**src/verilog/ddr3_cmd_pkg.sv**
```systemverilog
// constants and types for the command pin front end
// Functional notes
// - all command, control and address inputs are registered on rising clock.
// - activate takes row address; read/write take column and auto-precharge bit.
// - precharge closes one bank when bit ten low, all banks when high.
// - with on-the-fly chop enabled, bit twelve picks full eight or chopped four.
// - bank inputs choose target bank of activate, read, write, precharge.
// - on load mode, bank inputs choose which of four mode registers.
// - on load mode, address inputs carry the operation code written.
// - decoder works only when chip select registered low; high masks all.
// - command is decoded from select, row strobe, column strobe, write enable.
// - clock enable high runs circuitry, low enters power-down or self refresh.
// - clock enable synchronous for entries and power-down exit; async self refresh exit (here sampled through the synchroniser).
// - power-down keeps clock, enable, reset, termination; self refresh only enable, reset (clocks_enabled drops in power-down too).
// - write beats with mask sampled high are discarded.
// - on x8 with termination strobe enabled, masking is unavailable.
// - termination pin high enables on-die termination, low disables it.
// - termination disabled by load mode makes the termination pin ignored.
// - reset pin is active low, asserted and released without the clock (here release takes two clock edges through the synchroniser).
package ddr3_cmd_pkg;
  localparam int ROW_W = 16;
  localparam int BANK_W = 3;
  localparam int NBANK = 8;
  localparam int COL_W = 10;
  localparam int DQ_W = 8;
  localparam int AP_BIT = 10;
  localparam int BC_BIT = 12;
  // mode register field positions
  localparam int MR0_BL_LO = 0;
  localparam int MR1_RTT0 = 2;
  localparam int MR1_RTT1 = 6;
  localparam int MR1_RTT2 = 9;
  localparam int MR1_TDQS = 11;
  localparam logic [1:0] BL_OTF = 2'h1;
  localparam logic [ROW_W-1:0] MR_RESET = 16'h0000;
  localparam logic [NBANK-1:0] BANKS_CLOSED = 8'h00;
  localparam logic [NBANK-1:0] BANKS_ALL = 8'hFF;
  localparam logic [1:0] MR_SEL_0 = 2'h0;
  localparam logic [1:0] MR_SEL_1 = 2'h1;
  localparam logic [1:0] MR_SEL_2 = 2'h2;
  localparam logic [1:0] MR_SEL_3 = 2'h3;

  // {ras_n, cas_n, we_n} with chip select low
  typedef enum logic [2:0] {
    CMD_LOAD_MODE = 3'h0,
    CMD_REFRESH = 3'h1,
    CMD_PRECHARGE = 3'h2,
    CMD_ACTIVATE = 3'h3,
    CMD_WRITE = 3'h4,
    CMD_READ = 3'h5,
    CMD_ZQ_CAL = 3'h6,
    CMD_NOP = 3'h7
  } cmd_t;

  // power states, gray along idle -> power-down -> self refresh
  typedef enum logic [1:0] {
    PW_ACTIVE = 2'h0,
    PW_POWERDOWN = 2'h1,
    PW_SELFREF = 2'h3
  } pwr_t;

  typedef struct packed {
    logic cs_n;
    logic ras_n;
    logic cas_n;
    logic we_n;
    logic cke;
    logic odt;
    logic [BANK_W-1:0] ba;
    logic [ROW_W-1:0] addr;
  } ca_bus_t;

  typedef struct packed {
    logic valid;
    cmd_t cmd;
    logic [BANK_W-1:0] bank;
    logic [ROW_W-1:0] row;
    logic [COL_W-1:0] col;
    logic auto_pre;
    logic chop4;
    logic [NBANK-1:0] pre_mask;
  } dec_cmd_t;

  typedef struct packed {
    logic valid;
    logic [DQ_W-1:0] data;
  } beat_t;
endpackage

```
**src/verilog/ddr3_cmd_pin_if.sv**
```systemverilog
// command, address and control pin front end of the memory device
module ddr3_cmd_pin_if (
  input wire logic clk,
  input wire logic srst,
  input wire logic reset_pin_n,
  input wire ddr3_cmd_pkg::ca_bus_t ca_pins,
  input wire logic dm_pin,
  input wire logic [ddr3_cmd_pkg::DQ_W-1:0] wdata_pin,
  input wire logic wbeat_pin,
  input wire logic x8_cfg,
  output ddr3_cmd_pkg::dec_cmd_t cmd_out,
  output logic [ddr3_cmd_pkg::NBANK-1:0] open_banks,
  output ddr3_cmd_pkg::pwr_t pwr_state,
  output logic clocks_enabled,
  output logic odt_active,
  output logic tdqs_enabled,
  output ddr3_cmd_pkg::beat_t wbeat_out,
  output logic [ddr3_cmd_pkg::ROW_W-1:0] mr0_reg,
  output logic [ddr3_cmd_pkg::ROW_W-1:0] mr1_reg,
  output logic [ddr3_cmd_pkg::ROW_W-1:0] mr2_reg,
  output logic [ddr3_cmd_pkg::ROW_W-1:0] mr3_reg
);
  // ------------------------------------------------------------
  // reset and pin synchronisers
  // ------------------------------------------------------------
  logic rst_pin;
  logic rst;
  ddr3_async_reset_sync u_rst (
    .clk(clk),
    .reset_pin_n(reset_pin_n),
    .rst_core(rst_pin)
  );
  assign rst = srst | rst_pin;

  ddr3_cmd_pkg::ca_bus_t ca_meta_reg;
  ddr3_cmd_pkg::ca_bus_t ca_reg;
  logic dm_meta_reg;
  logic dm_reg;
  logic [ddr3_cmd_pkg::DQ_W-1:0] wd_meta_reg;
  logic [ddr3_cmd_pkg::DQ_W-1:0] wd_reg;
  logic wb_meta_reg;
  logic wb_reg;
  logic cke_async_reg;

  always_ff @(posedge clk) begin
    ca_meta_reg <= ca_pins;
    ca_reg <= ca_meta_reg;
    dm_meta_reg <= dm_pin;
    dm_reg <= dm_meta_reg;
    wd_meta_reg <= wdata_pin;
    wd_reg <= wd_meta_reg;
    wb_meta_reg <= wbeat_pin;
    wb_reg <= wb_meta_reg;
  end

  // cke delayed one more stage so its falling edge is seen and commands need two high samples
  always_ff @(posedge clk) begin
    cke_async_reg <= ca_reg.cke;
  end

  // ------------------------------------------------------------
  // input buffer gating
  // ------------------------------------------------------------
  ddr3_cmd_pkg::pwr_t pwr_reg;
  ddr3_cmd_pkg::pwr_t pwr_next;
  logic in_pd;
  logic in_sr;
  logic cmd_buf_on;
  logic odt_buf_on;
  assign in_pd = (pwr_reg == ddr3_cmd_pkg::PW_POWERDOWN);
  assign in_sr = (pwr_reg == ddr3_cmd_pkg::PW_SELFREF);
  assign cmd_buf_on = !in_pd && !in_sr;
  assign odt_buf_on = !in_sr;

  // ------------------------------------------------------------
  // command decode
  // ------------------------------------------------------------
  function automatic ddr3_cmd_pkg::cmd_t decode(input ddr3_cmd_pkg::ca_bus_t c);
    decode = ddr3_cmd_pkg::cmd_t'({c.ras_n, c.cas_n, c.we_n});
  endfunction

  logic [ddr3_cmd_pkg::ROW_W-1:0] mr0_next;
  logic [ddr3_cmd_pkg::ROW_W-1:0] mr1_next;
  logic [ddr3_cmd_pkg::ROW_W-1:0] mr2_next;
  logic [ddr3_cmd_pkg::ROW_W-1:0] mr3_next;
  logic selected;
  ddr3_cmd_pkg::cmd_t cmd_now;
  logic cmd_take;
  logic is_act;
  logic is_rw;
  logic is_pre;
  logic is_ref;
  logic is_lmr;
  logic otf_on;
  logic a10;
  logic [ddr3_cmd_pkg::NBANK-1:0] bank_onehot;
  logic [ddr3_cmd_pkg::NBANK-1:0] pre_mask;
  logic [1:0] mr_sel;

  assign selected = !ca_reg.cs_n;
  assign cmd_now = decode(ca_reg);
  assign cmd_take = selected && cmd_buf_on && ca_reg.cke && cke_async_reg;
  assign is_act = cmd_take && (cmd_now == ddr3_cmd_pkg::CMD_ACTIVATE);
  assign is_rw = cmd_take && ((cmd_now == ddr3_cmd_pkg::CMD_READ) ||
                 (cmd_now == ddr3_cmd_pkg::CMD_WRITE));
  assign is_pre = cmd_take && (cmd_now == ddr3_cmd_pkg::CMD_PRECHARGE);
  assign is_ref = cmd_take && (cmd_now == ddr3_cmd_pkg::CMD_REFRESH);
  assign is_lmr = cmd_take && (cmd_now == ddr3_cmd_pkg::CMD_LOAD_MODE);
  assign a10 = ca_reg.addr[ddr3_cmd_pkg::AP_BIT];
  assign bank_onehot = ddr3_cmd_pkg::NBANK'(1) << ca_reg.ba;
  assign pre_mask = a10 ? ddr3_cmd_pkg::BANKS_ALL : bank_onehot;
  // chop only when otf mode set
  assign otf_on = (mr0_reg[ddr3_cmd_pkg::MR0_BL_LO +: 2] == ddr3_cmd_pkg::BL_OTF);
  assign mr_sel = ca_reg.ba[1:0];

  ddr3_cmd_pkg::dec_cmd_t cmd_next;
  always_comb begin
    cmd_next = '0;
    cmd_next.valid = cmd_take;
    cmd_next.cmd = cmd_take ? cmd_now : ddr3_cmd_pkg::CMD_NOP;
    cmd_next.bank = ca_reg.ba;
    // row on activate, column on access
    cmd_next.row = is_act ? ca_reg.addr : '0;
    cmd_next.col = is_rw ? ca_reg.addr[ddr3_cmd_pkg::COL_W-1:0] : '0;
    cmd_next.auto_pre = is_rw && a10;
    cmd_next.chop4 = is_rw && otf_on && !ca_reg.addr[ddr3_cmd_pkg::BC_BIT];
    cmd_next.pre_mask = is_pre ? pre_mask : '0;
  end

  assign mr0_next = (is_lmr && mr_sel == ddr3_cmd_pkg::MR_SEL_0) ? ca_reg.addr : mr0_reg;
  assign mr1_next = (is_lmr && mr_sel == ddr3_cmd_pkg::MR_SEL_1) ? ca_reg.addr : mr1_reg;
  assign mr2_next = (is_lmr && mr_sel == ddr3_cmd_pkg::MR_SEL_2) ? ca_reg.addr : mr2_reg;
  assign mr3_next = (is_lmr && mr_sel == ddr3_cmd_pkg::MR_SEL_3) ? ca_reg.addr : mr3_reg;

  // ------------------------------------------------------------
  // bank tracking
  // ------------------------------------------------------------
  logic [ddr3_cmd_pkg::NBANK-1:0] banks_reg;
  logic [ddr3_cmd_pkg::NBANK-1:0] banks_next;
  // auto precharge closes the bank at once here; burst timing is out of scope
  assign banks_next = is_act ? (banks_reg | bank_onehot) :
                      is_pre ? (banks_reg & ~pre_mask) :
                      (is_rw && a10) ? (banks_reg & ~bank_onehot) : banks_reg;

  // ------------------------------------------------------------
  // power state machine
  // ------------------------------------------------------------
  logic all_idle;
  assign all_idle = (banks_reg == ddr3_cmd_pkg::BANKS_CLOSED);

  // self refresh entry is a refresh issued with cke going low, banks idle
  function automatic logic is_ref_pend(input logic sel, input ddr3_cmd_pkg::cmd_t c,
                                       input logic idle);
    is_ref_pend = sel && idle && (c == ddr3_cmd_pkg::CMD_REFRESH);
  endfunction

  always_comb begin
    pwr_next = pwr_reg;
    unique case (pwr_reg)
      ddr3_cmd_pkg::PW_ACTIVE: begin
        if (!ca_reg.cke && cke_async_reg) begin
          pwr_next = (is_ref_pend(selected, cmd_now, all_idle)) ?
                     ddr3_cmd_pkg::PW_SELFREF : ddr3_cmd_pkg::PW_POWERDOWN;
        end
      end
      ddr3_cmd_pkg::PW_POWERDOWN: begin
        if (ca_reg.cke) begin
          pwr_next = ddr3_cmd_pkg::PW_ACTIVE;
        end
      end
      ddr3_cmd_pkg::PW_SELFREF: begin
        // exit on one sample, no two-edge qualification
        // first sync stage is never read by logic, so no metastability hazard
        if (ca_reg.cke) begin
          pwr_next = ddr3_cmd_pkg::PW_ACTIVE;
        end
      end
      default: pwr_next = ddr3_cmd_pkg::PW_ACTIVE;
    endcase
  end

  // ------------------------------------------------------------
  // termination and data mask
  // ------------------------------------------------------------
  logic rtt_on;
  logic tdqs_on;
  logic odt_next;
  logic [ddr3_cmd_pkg::DQ_W-1:0] wd_latched;
  logic wbeat_keep;
  assign rtt_on = mr1_reg[ddr3_cmd_pkg::MR1_RTT0] | mr1_reg[ddr3_cmd_pkg::MR1_RTT1] |
                  mr1_reg[ddr3_cmd_pkg::MR1_RTT2];
  assign odt_next = rtt_on && odt_buf_on && ca_reg.odt;
  assign tdqs_on = x8_cfg && mr1_reg[ddr3_cmd_pkg::MR1_TDQS];
  assign wbeat_keep = wb_reg && cmd_buf_on && (tdqs_on || !dm_reg);
  assign wd_latched = wd_reg;

  // ------------------------------------------------------------
  // state registers
  // ------------------------------------------------------------
  // pin reset folded into rst
  always_ff @(posedge clk) begin
    if (rst) begin
      pwr_reg <= ddr3_cmd_pkg::PW_ACTIVE;
      banks_reg <= ddr3_cmd_pkg::BANKS_CLOSED;
      mr0_reg <= ddr3_cmd_pkg::MR_RESET;
      mr1_reg <= ddr3_cmd_pkg::MR_RESET;
      mr2_reg <= ddr3_cmd_pkg::MR_RESET;
      mr3_reg <= ddr3_cmd_pkg::MR_RESET;
    end else begin
      pwr_reg <= pwr_next;
      banks_reg <= banks_next;
      mr0_reg <= mr0_next;
      mr1_reg <= mr1_next;
      mr2_reg <= mr2_next;
      mr3_reg <= mr3_next;
    end
  end

  // output flops
  always_ff @(posedge clk) begin
    if (rst) begin
      cmd_out <= '0;
      odt_active <= 1'b0;
      tdqs_enabled <= 1'b0;
      wbeat_out <= '0;
      clocks_enabled <= 1'b0;
    end else begin
      cmd_out <= cmd_next;
      odt_active <= odt_next;
      tdqs_enabled <= tdqs_on;
      wbeat_out.valid <= wbeat_keep;
      wbeat_out.data <= wbeat_keep ? wd_latched : '0;
      clocks_enabled <= (pwr_next == ddr3_cmd_pkg::PW_ACTIVE);
    end
  end

  assign open_banks = banks_reg;
  assign pwr_state = pwr_reg;
endmodule

```
**src/verilog/ddr3_async_reset_sync.sv**
```systemverilog
// reset pin conditioner: async assert, two-stage release
module ddr3_async_reset_sync (
  input wire logic clk,
  input wire logic reset_pin_n,
  output logic rst_core
);
  logic meta_reg;
  logic hold_reg;

  always_ff @(posedge clk or negedge reset_pin_n) begin
    if (!reset_pin_n) begin
      meta_reg <= 1'b1;
      hold_reg <= 1'b1;
    end else begin
      meta_reg <= 1'b0;
      hold_reg <= meta_reg;
    end
  end
  assign rst_core = hold_reg;
endmodule

```
**config.mk**
```make
export PLATFORM = sky130hd
export DESIGN_NAME = ddr3_cmd_pin_if
export DESIGN_NICKNAME = d
export VERILOG_FILES = /design/src/verilog/ddr3_cmd_pkg.sv /design/src/verilog/ddr3_cmd_pin_if.sv /design/src/verilog/ddr3_async_reset_sync.sv
export SDC_FILE = /design/constraint.sdc
export NUM_CORES = 1
export LEC_CHECK = 0
export ABC_AREA = 1
export ABC_CLOCK_PERIOD_IN_PS = 2800
export BUFFER_PORTS_ARGS = -buffer_cell sky130_fd_sc_hd__buf_4
export CAP_MARGIN = 20
export CORE_UTILIZATION = 50
export CTS_BUF_LIST = sky130_fd_sc_hd__clkbuf_4 sky130_fd_sc_hd__clkbuf_8
export DETAILED_ROUTE_END_ITERATION = 10
export PLACE_DENSITY = 0.77
export SYNTH_ARGS = -nofsm -noshare
export SYNTH_HDL_FRONTEND = slang
export SYNTH_HIERARCHICAL = 1
export SYNTH_SLANG_ARGS = --single-unit
```
**constraint.sdc**
```tcl
create_clock -name clk -period 2.8 [get_ports clk]
set_clock_uncertainty 0.15 [all_clocks]
set_input_delay 0.84 -clock clk [delete_from_list [all_inputs] [get_ports clk]]
set_output_delay 0.84 -clock clk [all_outputs]
set_load 0.02 [all_outputs]
```
; ---- Word level (Yosys, flattened, before mapping)
; Cells that the tools add are included.
[totals]
in_bits = 39
ff_bits = 202
[op_classes]
eq_ne = 11
mux = 9
reduce_logical = 42
bitwise_logic = 12
shift = 1
[op_table]
columns = cell, n
row1 = 8-bit two-way mux, 4
row2 = 1-bit logical AND, 23
row3 = 8-bit AND, 2
row4 = 8-bit inverter, 2
row5 = 2-bit OR reduction, 5
row6 = 8-bit logical NOT, 1
row7 = 8-bit OR, 1
row8 = "1-bit by 3-bit << shifter with 8-bit output, first input constant", 1
row9 = "2-bit by 1-bit == test with 1-bit output, second input constant", 3
row10 = "2-bit == test, second input constant", 3
row11 = "3-bit by 2-bit == test with 1-bit output, second input constant", 2
row12 = "3-bit == test, second input constant", 2
row13 = 1-bit logical NOT, 6
row14 = 2-bit logical NOT, 3
row15 = 2-bit two-way mux, 3
row16 = 1-bit inverter, 4
row17 = 2-bit case mux with 2 select lines, 1
row18 = "3-bit by 1-bit == test with 1-bit output, second input constant", 1
row19 = 3-bit logical NOT, 1
row20 = 3-bit two-way mux, 1
row21 = 1-bit OR, 3
row22 = 3-bit nonzero test, 1
row23 = 1-bit logical OR, 2

; ---- Logic depth before layout (Yosys ltp)
; Gate-level depths: netlist (run 1).
[depth]
word_depth = 11
ltp_mapped = 10
mapped_depth_nobuf = 8

; ---- By module
; The synthesis (run 1) kept the hierarchy.
[modules_own_cells]
columns = module, instances, area_each_um2, cells_each
row1 = ddr3_cmd_pin_if, 1, 6054.6, 615
row2 = ddr3_async_reset_sync, 1, 56.3, 3

; ---- Worst setup path before layout (run 1)
; OpenSTA, ideal clock, no wires.
[synth_path]
path_type = input -> register
from = input port srst
to = register cmd_out[30] in the netlist's numbering
slack_ns = 0.884
path_buffers = 2
setup_ns = 0.065
stages = 6
arrival_ns = 1.702
required_ns = 2.585
path_cell_list = nor2_2 -> inv_2 -> or2_1 -> buf_6 -> buf_6 -> nor2_2
[synth_between]
elab_chain_cells = 2
[synth_rtl]
columns = item, line
row1 = start: declaration, ddr3_cmd_pin_if.sv:4  ; input wire logic srst,
row2 = 1-bit OR, ddr3_cmd_pin_if.sv:33  ; assign rst = srst | rst_pin;
row3 = 2-bit OR reduction (no line), --
row4 = end signal: assignment, ddr3_cmd_pin_if.sv:228  ; cmd_out <= cmd_next;
row5 = end: declaration, ddr3_cmd_pin_if.sv:11  ; output ddr3_cmd_pkg::dec_cmd_t cmd_out,
; Every way passes these cells.
; A chain may end at the register's enable or synchronous reset.

; ---- Worst setup path after layout (run 1)
[layout_path]
from = register ca_reg[20] in the netlist's numbering
to = register cmd_out[20] in the netlist's numbering
[layout_between]
elab_chain_cells = 5
[layout_rtl]
columns = item, line
row1 = start: declaration, ddr3_cmd_pin_if.sv:36  ; ddr3_cmd_pkg::ca_bus_t ca_reg;
row2 = start signal: assignment, ddr3_cmd_pin_if.sv:47  ; ca_reg <= ca_meta_reg;
row3 = 1-bit logical AND (2 in series), ddr3_cmd_pin_if.sv:102  ; assign cmd_take = selected && cmd_buf_on && ca_reg.cke && cke_async_reg;
row4 = 1-bit logical AND, ddr3_cmd_pin_if.sv:103  ; assign is_act = cmd_take && (cmd_now == ddr3_cmd_pkg::CMD_ACTIVATE);
row5 = 1-bit inverter (no line), --
row6 = 2-bit OR reduction (no line), --
; Every way passes these cells.

==> results of run 1 <==
-- routing by layer --
layer / vias to the layer above / routed length, um / part of all wire
met5: - / 0 / 0
met4: 0 / 263 / 0.019
met3: 26 / 1227 / 0.089
met2: 192 / 6643 / 0.48
met1: 2073 / 5596 / 0.41
li1: 2284 / - / -
-- layout by cell type, fill, tap and decap left out, types with 2 or more instances in the layout --
cell type  Yosys  routed
dfstp_2        2       2
nor2_1        50      50
clkinv_2       0       5
o21ai_1       55      55
dfxtp_1      200     200
nand3_4        4       4
clkbuf_8       0      39
nor2_4         1       2
inv_2          2       2
a21oi_1       81      81
nor2_2        11      10
o21ai_0       12      12
nand3_1       17      17
buf_4          0     170
nand2_2        2       2
clkbuf_4       0      10
nor3_1         2       2
inv_1        110     110
nand2_1       31      31
-- kinds of logic after synthesis --
| family | synth area share |
|---|---|
| other | 0.0006137 |
| buffers and inverters | 0.1085 |
| AO/OA/AOI/OAI | 0.1249 |
| AND/OR/NAND/NOR | 0.1022 |
| flip-flops | 0.6638 |
-- worst max path at each step --
stage | end | slack [ns] | depth (start not counted)
floorplan | cmd_out[30] | 0.88 | 6
global placement | mr3_reg[13] | 0.61 | 6
detailed placement | cmd_out[8] | 0.54 | 5
CTS | cmd_out[20] | 0.66 | 5
global route | cmd_out[23] | 0.53 | 5
finish | cmd_out[20] | 0.68 | 5
-- power by group through the flow --
stage | Clock (mW) | Sequential (mW) | Combinational, mW
after CTS | 2.45 | 2.99 | 0.181
after floorplan | 0 | 3.04 | 0.0973
final | 2.40 | 2.99 | 0.181
after global routing | 2.59 | 3.00 | 0.198
after detailed placement | 0 | 3.06 | 0.179
after global placement | 0 | 3.05 | 0.175
-- critical path, stage by stage, from the launching register on --
cell	delay, ns
dfxtp_1	0.38
nand2_1	0.11
nor2_4	0.37
nand4_4	0.26
or2_1	0.56
nor2_1	0.21
-- layout make-up --
cell class | count | area, um^2
Sequential cell | 202 | 4056
Fill cell | 907 | 3988
Multi-Input combinational cell | 276 | 1396
Timing Repair Buffer | 170 | 1276
Clock buffer | 49 | 611.8
Inverter | 113 | 424.2
Tap cell | 147 | 183.9
Clock inverter | 5 | 25.02
==> metrics, run 1 <==
status completed; ys async rst share 0.009901; share of the synthesized area in the top cell type 0.6552; final non-filler cell total 962; switching share of total power 0.2122; wire length of the first global-routing pass 21.24 mm; sequential share of the synthesized area 0.6638; synth warn 6; VDD IR max 0.5091 mV; reg2reg path depth 5; setup TNS 0 ns; number of nets in the layout 832; flop and latch count out of synthesis 202; die height 112.6 um; share of post-route cells with drive strength above 1 0.3067; CTS tree built; PnR Total Power 5.579 mW; H-tree lvl count 1; dpl cells 908; leading area contributor after synthesis dfxtp_1; Commonest cells post-synth dfxtp_1 (200), inv_1 (110), a21oi_1 (81), o21ai_1 (55), nor2_1 (50); Setup violations, final 0; worst hold path class input pin to asynchronous set/reset pin; initial core utilization 0.5109; power share of the sequential group 0.537; post-synthesis net count 657; Worst R2R Setup Slack 0.68 ns; DR pass1 iterations 4; post-route ant nets 0; initial antenna violation count 0; met2 global-route usage 0.3617; clock buffer depth 3; Post-CTS Setup Repair Bufs 0; ys flop type dfxtp_1; hold_buf cts 0; switching pwr 1.184 mW; Worst setup EP type register; clock sinks 202; Vias/cell 4.756; crit path max fanout 16; Lkg Pwr 3.598 nW; count leader, synth dfxtp_1; Setup WS pre-CTS 0.5394 ns; setup repair after global routing missed its margin no; Clock Power Share 0.431; CP startpoint ca_reg[20]; Startpoint Class register; # diodes 0; clock root cell clkbuf_8; Comb power frac 0.032; area grow syn2layout 30.49%; WS Path Type register to register; CTS clk-pin slew, worst paths 0.06 ns; final RePlAce weighted congestion 0.8473; global-route usage over all layers 0.2116; power density cells 699.7 nW/um^2; Hold WS 0.1061 ns; post-route minimum period 2.118 ns; syn_area_per_cell 9.888 um^2; synth top area cells dfxtp_1 (66%), inv_1 (6.8%), a21oi_1 (6.6%); I/O pin count 168; vias in the first global route 4395; largest net degree at the start of global routing 36; CORE AREA 11960 um^2; fmax 472.1 MHz; fin. max-slew vios 0; final instance area 7974 um^2; worst r2r dst cmd_out[20]; Post-DP HPWL 9.737 mm; number of synthesized flops with an enable pin 0; max_cap viols 0; gr busiest metal met2; post-CTS sizing 0; DRC 0; WL per Instance 14.27 um; die width 112.6 um; Placed Area 7337 um^2; Final Cycle Share 0.7565; M3 GR Usage 0.06425; Slew headroom 0.4777; Critical Path AT 2.41 ns; r2r startpoint ca_reg[20]; GRT overflow 0; internal power 4.395 mW; max reg flops 43; worst-skew pair later-pin latency 0.52 ns; IO buf count 167; Rows 40; Mapped Cells 618; Post-Syn Area 6111 um^2; via count 4575; final wirelength 13.73 mm; cts bufs inserted 30; GR Layer Usage met1 0.2542; final setup slack of the worst path 0.6817 ns; drt first-iter violations 310; Distinct cells, synth 30; Die ar. 12670 um^2; final hold vios 0; Least-Margin Pin Slew 0.7835 ns; CP required 3.09 ns; Layout Utilization 0.6666
Note: power is estimated with default switching activity, not from simulation.
==> inputs of run 2 (changes only) <==
--- a/config.mk
+++ b/config.mk
@@ -6,7 +6,7 @@
 export NUM_CORES = 1
 export LEC_CHECK = 0
 export ABC_AREA = 1
-export ABC_CLOCK_PERIOD_IN_PS = 2800
+export ABC_CLOCK_PERIOD_IN_PS = 2100
 export BUFFER_PORTS_ARGS = -buffer_cell sky130_fd_sc_hd__buf_4
 export CAP_MARGIN = 20
 export CORE_UTILIZATION = 50
==> constraint.sdc (replaced) <==
create_clock -name clk -period 2.1 [get_ports clk]
set_clock_uncertainty 0.15 [all_clocks]
set_input_delay 0.63 -clock clk [delete_from_list [all_inputs] [get_ports clk]]
set_output_delay 0.63 -clock clk [all_outputs]
set_load 0.02 [all_outputs]
==> metrics, run 2 (synthesis results as in run 1) <==
final hold vios 0; fmax 520.2 MHz; initial antenna violation count 0; clock buffer depth 3; post-route minimum period 1.922 ns; Die ar. 12670 um^2; CTS tree built; final instance area 8028 um^2; largest net degree at the start of global routing 57; fin. max-slew vios 0; setup TNS 0 ns; max reg flops 43; reg2reg path depth 7; # diodes 0; Hold Path Depth 1; worst hold path class input pin to register; CTS clk-pin slew, worst paths 0.07 ns; Critical Path Sink cmd_out[20]; r2r startpoint pwr_state[0]; switching share of total power 0.2106; Comb power frac 0.033; Startpoint Class register; Clock Power Share 0.438; clock sinks 202; internal power 5.951 mW; DR pass1 iterations 4; Post-CTS Setup Repair Bufs 0; Critical Path AT 2.21 ns; vias in the first global route 4411; power share of the sequential group 0.529; commonest non-fill, non-tap cells in the layout dfxtp_1 (200), buf_4 (174), inv_1 (110); most common cell after layout, fill and taps aside dfxtp_1; setup repair after global routing missed its margin no; CORE AREA 11960 um^2; CP required 2.39 ns; dpl cells 912; power density cells 939.0 nW/um^2; final non-filler cell total 966; wire length of the first global-routing pass 21.76 mm; Final Cycle Share 0.9154; final wirelength 13.75 mm; H-tree lvl count 1; max_cap viols 0; via count 4553; VDD IR max 0.6838 mV; crit path max fanout 16; area grow syn2layout 31.37%; final RePlAce weighted congestion 0.8177; number of nets in the layout 837; cts bufs inserted 30; die height 112.6 um; DRC 0; I/O pin count 168; worst r2r dst cmd_out[20]; status completed; global-route usage over all layers 0.2188; clock root cell clkbuf_8; Setup violations, final 0; post-route ant nets 0; share of post-route cells with drive strength above 1 0.3089; post-CTS sizing 0; worst-skew pair later-pin latency 0.53 ns; WL per Instance 14.24 um; Worst setup EP type register; Lkg Pwr 3.620 nW; GRT overflow 0; Rows 40; WS Path Type register to register; Worst R2R Setup Slack 0.18 ns; initial core utilization 0.5109; switching pwr 1.587 mW; Vias/cell 4.713; die width 112.6 um; IO buf count 167; CP startpoint pwr_state[0]; Placed Area 7367 um^2; drt first-iter violations 300; Post-DP HPWL 9.704 mm
-- run 2: final cells by class --
type | instances | area [um^2]
inverter | 113 | 424.2
fill | 952 | 3934
multi-input combinational | 276 | 1396
timing repair buffer | 175 | 1316
clock inverter | 5 | 52.55
tap | 147 | 183.9
sequential | 202 | 4056
clock buffer | 48 | 598.1
-- run 2: how the worst min path moves through the flow --
stage / from / to / slack [ns]
2_1_floorplan: ca_meta_reg[10] / a10 / 0.16
3_3_place_gp: wd_meta_reg[5] / wd_latched[5] / 0.16
3_5_place_dp: ca_meta_reg[12] / ca_reg[12] / 0.16
4_1_cts: ca_pins[16] / ca_meta_reg[16] / 0.02
5_1_grt: wdata_pin[4] / wd_meta_reg[4] / 0.02
6_report: ca_pins[16] / ca_meta_reg[16] / 0.05
-- run 2: per-layer routing --
| layer | share of wire | routed length [um] | up-vias | global-route usage |
|---|---|---|---|---|
| li1 | - | - | 2296 | - |
| met1 | 0.42 | 5748 | 2072 | 0.2619 |
| met2 | 0.48 | 6650 | 167 | 0.3802 |
| met3 | 0.083 | 1138 | 18 | 0.06857 |
| met4 | 0.016 | 215 | 0 | 0.05689 |
| met5 | 0 | 0 | - | 0 |
-- run 2: what timing repair did --
action                                  CTS  global route
endpoints found under the hold margin     2             0
hold buffers                              1             0
endpoints found under the setup margin    0             0
-- run 2: critical path, cell delays in order, from the launching register on --
cell,delay [ns]
dfxtp_1,0.34
inv_2,0.08
nand2_2,0.07
nor2_4,0.37
nand4_4,0.23
or2_1,0.26
buf_4,0.21
nor2_1,0.13
-- run 2: through the flow --
stage	utilization	power (mW)	setup WS (ns)	hold WS [ns]
final	0.6711	7.538	0.1777	0.04810
after global routing	0.6711	7.814	0.03070	0.02201
after CTS	0.6711	7.604	0.1696	0.02485
after detailed placement	0.6159	4.320	0.1651	0.1621
after global placement	0.6159	4.311	0.2712	0.1602
after floorplan	-	4.189	0.3937	0.1596
-- run 2: power by group through the flow --
stage	sequential [mW]	clock (mW)	combinational, mW
global route	4.00	3.54	0.277
floorplan	4.06	0	0.130
detailed placement	4.07	0	0.246
finish	3.99	3.30	0.248
CTS	3.99	3.36	0.249
global placement	4.07	0	0.241
==> inputs of run 3 (changes only) <==
--- a/config.mk
+++ b/config.mk
@@ -9,11 +9,11 @@
 export ABC_CLOCK_PERIOD_IN_PS = 2100
 export BUFFER_PORTS_ARGS = -buffer_cell sky130_fd_sc_hd__buf_4
 export CAP_MARGIN = 20
+export CORE_ASPECT_RATIO = 2
 export CORE_UTILIZATION = 50
 export CTS_BUF_LIST = sky130_fd_sc_hd__clkbuf_4 sky130_fd_sc_hd__clkbuf_8
 export DETAILED_ROUTE_END_ITERATION = 10
 export PLACE_DENSITY = 0.77
 export SYNTH_ARGS = -nofsm -noshare
 export SYNTH_HDL_FRONTEND = slang
-export SYNTH_HIERARCHICAL = 1
 export SYNTH_SLANG_ARGS = --single-unit
==> metrics, run 3 <==
internal power 6.068 mW; global-route usage over all layers 0.2266; count leader, synth dfxtp_1; WL per Instance 14.85 um; Mapped Cells 617; number of synthesized flops with an enable pin 0; worst-skew pair later-pin latency 0.52 ns; Commonest cells post-synth dfxtp_1 (200), inv_1 (111), a21oi_1 (81), nor2_1 (59), o21ai_1 (56); cts bufs inserted 25; switching pwr 1.519 mW; synth top area cells dfxtp_1 (66%), inv_1 (6.9%), a21oi_1 (6.7%); share of post-route cells with drive strength above 1 0.2877; number of nets in the layout 831; Die ar. 12570 um^2; post-route minimum period 1.909 ns; flop and latch count out of synthesis 202; Rows 56; Post-DP HPWL 10.45 mm; DRC 0; # diodes 0; worst hold path class input pin to register; ys flop type dfxtp_1; IO buf count 167; Vias/cell 4.766; ys async rst share 0.009901; vias in the first global route 4313; clock buffer depth 3; Comb power frac 0.032; final non-filler cell total 955; fmax 523.9 MHz; Worst setup EP type register; max reg flops 43; fin. max-slew vios 0; switching share of total power 0.2002; final RePlAce weighted congestion 0.8609; syn_area_per_cell 9.807 um^2; WS Path Type register to register; power density cells 952.6 nW/um^2; setup repair after global routing missed its margin no; post-CTS sizing 0; XOR/XNOR share of the synthesized area 0; Post-CTS Setup Repair Bufs 0; status completed; sequential share of the synthesized area 0.6704; clock root cell clkbuf_8; initial antenna violation count 0; largest family of logic cells by synthesized area compound AO/OA/AOI/OAI gates; fillcell total 931; Placed Area 7321 um^2; drt first-iter violations 223; CTS tree built; CP required 2.33 ns; largest net degree at the start of global routing 46; share of the synthesized area in the top cell type 0.6617; Final Cycle Share 0.9090; Setup violations, final 0; post-synthesis adder-cell area fraction 0; I/O pin count 168; wire length of the first global-routing pass 21.46 mm; Layout Utilization 0.6766; leading area contributor after synthesis dfxtp_1; PnR Total Power 7.586 mW; die height 157.6 um; post-route ant nets 0; max_cap viols 0; final setup slack of the worst path 0.1911 ns; Lkg Pwr 3.601 nW; crit path max fanout 32; clock sinks 202; Post-Syn Area 6051 um^2; die width 79.79 um; CTS clk-pin slew, worst paths 0.07 ns; final instance area 7964 um^2; Critical Path AT 2.14 ns; Synth Area in Simple Gates 0.09864; Hold WS 0.06514 ns; most common cell after layout, fill and taps aside dfxtp_1; GRT overflow 0; commonest non-fill, non-tap cells in the layout dfxtp_1 (200), buf_4 (173), inv_1 (111); dpl cells 909; Startpoint Class register; final wirelength 14.18 mm; setup TNS 0 ns; Setup WS pre-CTS 0.1256 ns; multiplexer share of the synthesized area 0; initial core utilization 0.5140; H-tree lvl count 1; synth warn 0; Clock Power Share 0.442; CORE AREA 11770 um^2; Distinct cells, synth 29; power share of the sequential group 0.526; final hold vios 0; area fraction in compound gates after synthesis 0.1255; DR pass1 iterations 5; post-synthesis net count 656; area grow syn2layout 31.62%; via count 4552; VDD IR max 0.8259 mV
run 3: cell count changes after synthesis, moves of 2 or more:
| cell | change |
|---|---|
| nand4_2 | +2 |
| buf_6 | -4 |
| nor2_1 | +9 |
| nor2_2 | -9 |
run 3: area by class of cell:
cell class / count / area, um^2 / share of cell area
Inverter: 113 / 424.2 / 0.05326
Clock inverter: 8 / 167.7 / 0.02105
Timing Repair Buffer: 174 / 1309 / 0.1643
Clock buffer: 37 / 465.4 / 0.05844
Tap cell: 145 / 181.4 / 0.02278
Sequential cell: 202 / 4056 / 0.5093
Multi-Input combinational cell: 276 / 1360 / 0.1708
run 3: critical path, stage by stage, from the launching register on:
cell     delay, ns
dfxtp_1       0.41
nor3_4        0.44
nand3_4       0.35
o21ai_0       0.34
a21oi_1       0.07
run 3: routing by layer:
layer,vias to the layer above,routed length (um),GRT usage
met5,-,0,0
li1,2289,-,-
met3,40,811,0.04150
met4,0,646,0.1250
met2,167,8079,0.4310
met1,2056,4643,0.2232
run 3: repair_timing:
| item | in CTS | in global routing |
|---|---|---|
| setup endpoints to repair | 0 | 1 |
| hold buffers | 1 | 0 |
| hold endpoints to repair | 2 | 0 |
run 3: cell families after synthesis:
group / Yosys count
AOI/OAI and AO/OA: 151
DFF: 202
other: 1
and+or+nand+nor: 124
buffers and inverters: 139
run 3: path summary, 6_finish.rpt:
kind                                  from        endpoint  slack, ns  cells after the start
setup / recovery                ca_reg[21]     mr3_reg[15]       0.19                      4
hold / removal                wdata_pin[6]  wd_meta_reg[6]       0.07                      1
setup reg to reg                ca_reg[21]     mr3_reg[15]       0.19                      4
hold reg to reg            ca_meta_reg[16]      ca_reg[16]       0.16                      0
max in group asynchronous      reset_pin_n  u_rst.rst_core       1.29                      2
min in group asynchronous      reset_pin_n  u_rst.meta_reg       0.49                      2
run 3: power by group through the flow:
stage                     Combinational [mW]  Clock, mW  Sequential (mW)
after floorplan                        0.124          0             4.06
after global routing                   0.269       3.61             4.00
after global placement                 0.234          0             4.07
after CTS                              0.244       3.43             3.99
final                                  0.243       3.35             3.99
after detailed placement               0.240          0             4.08
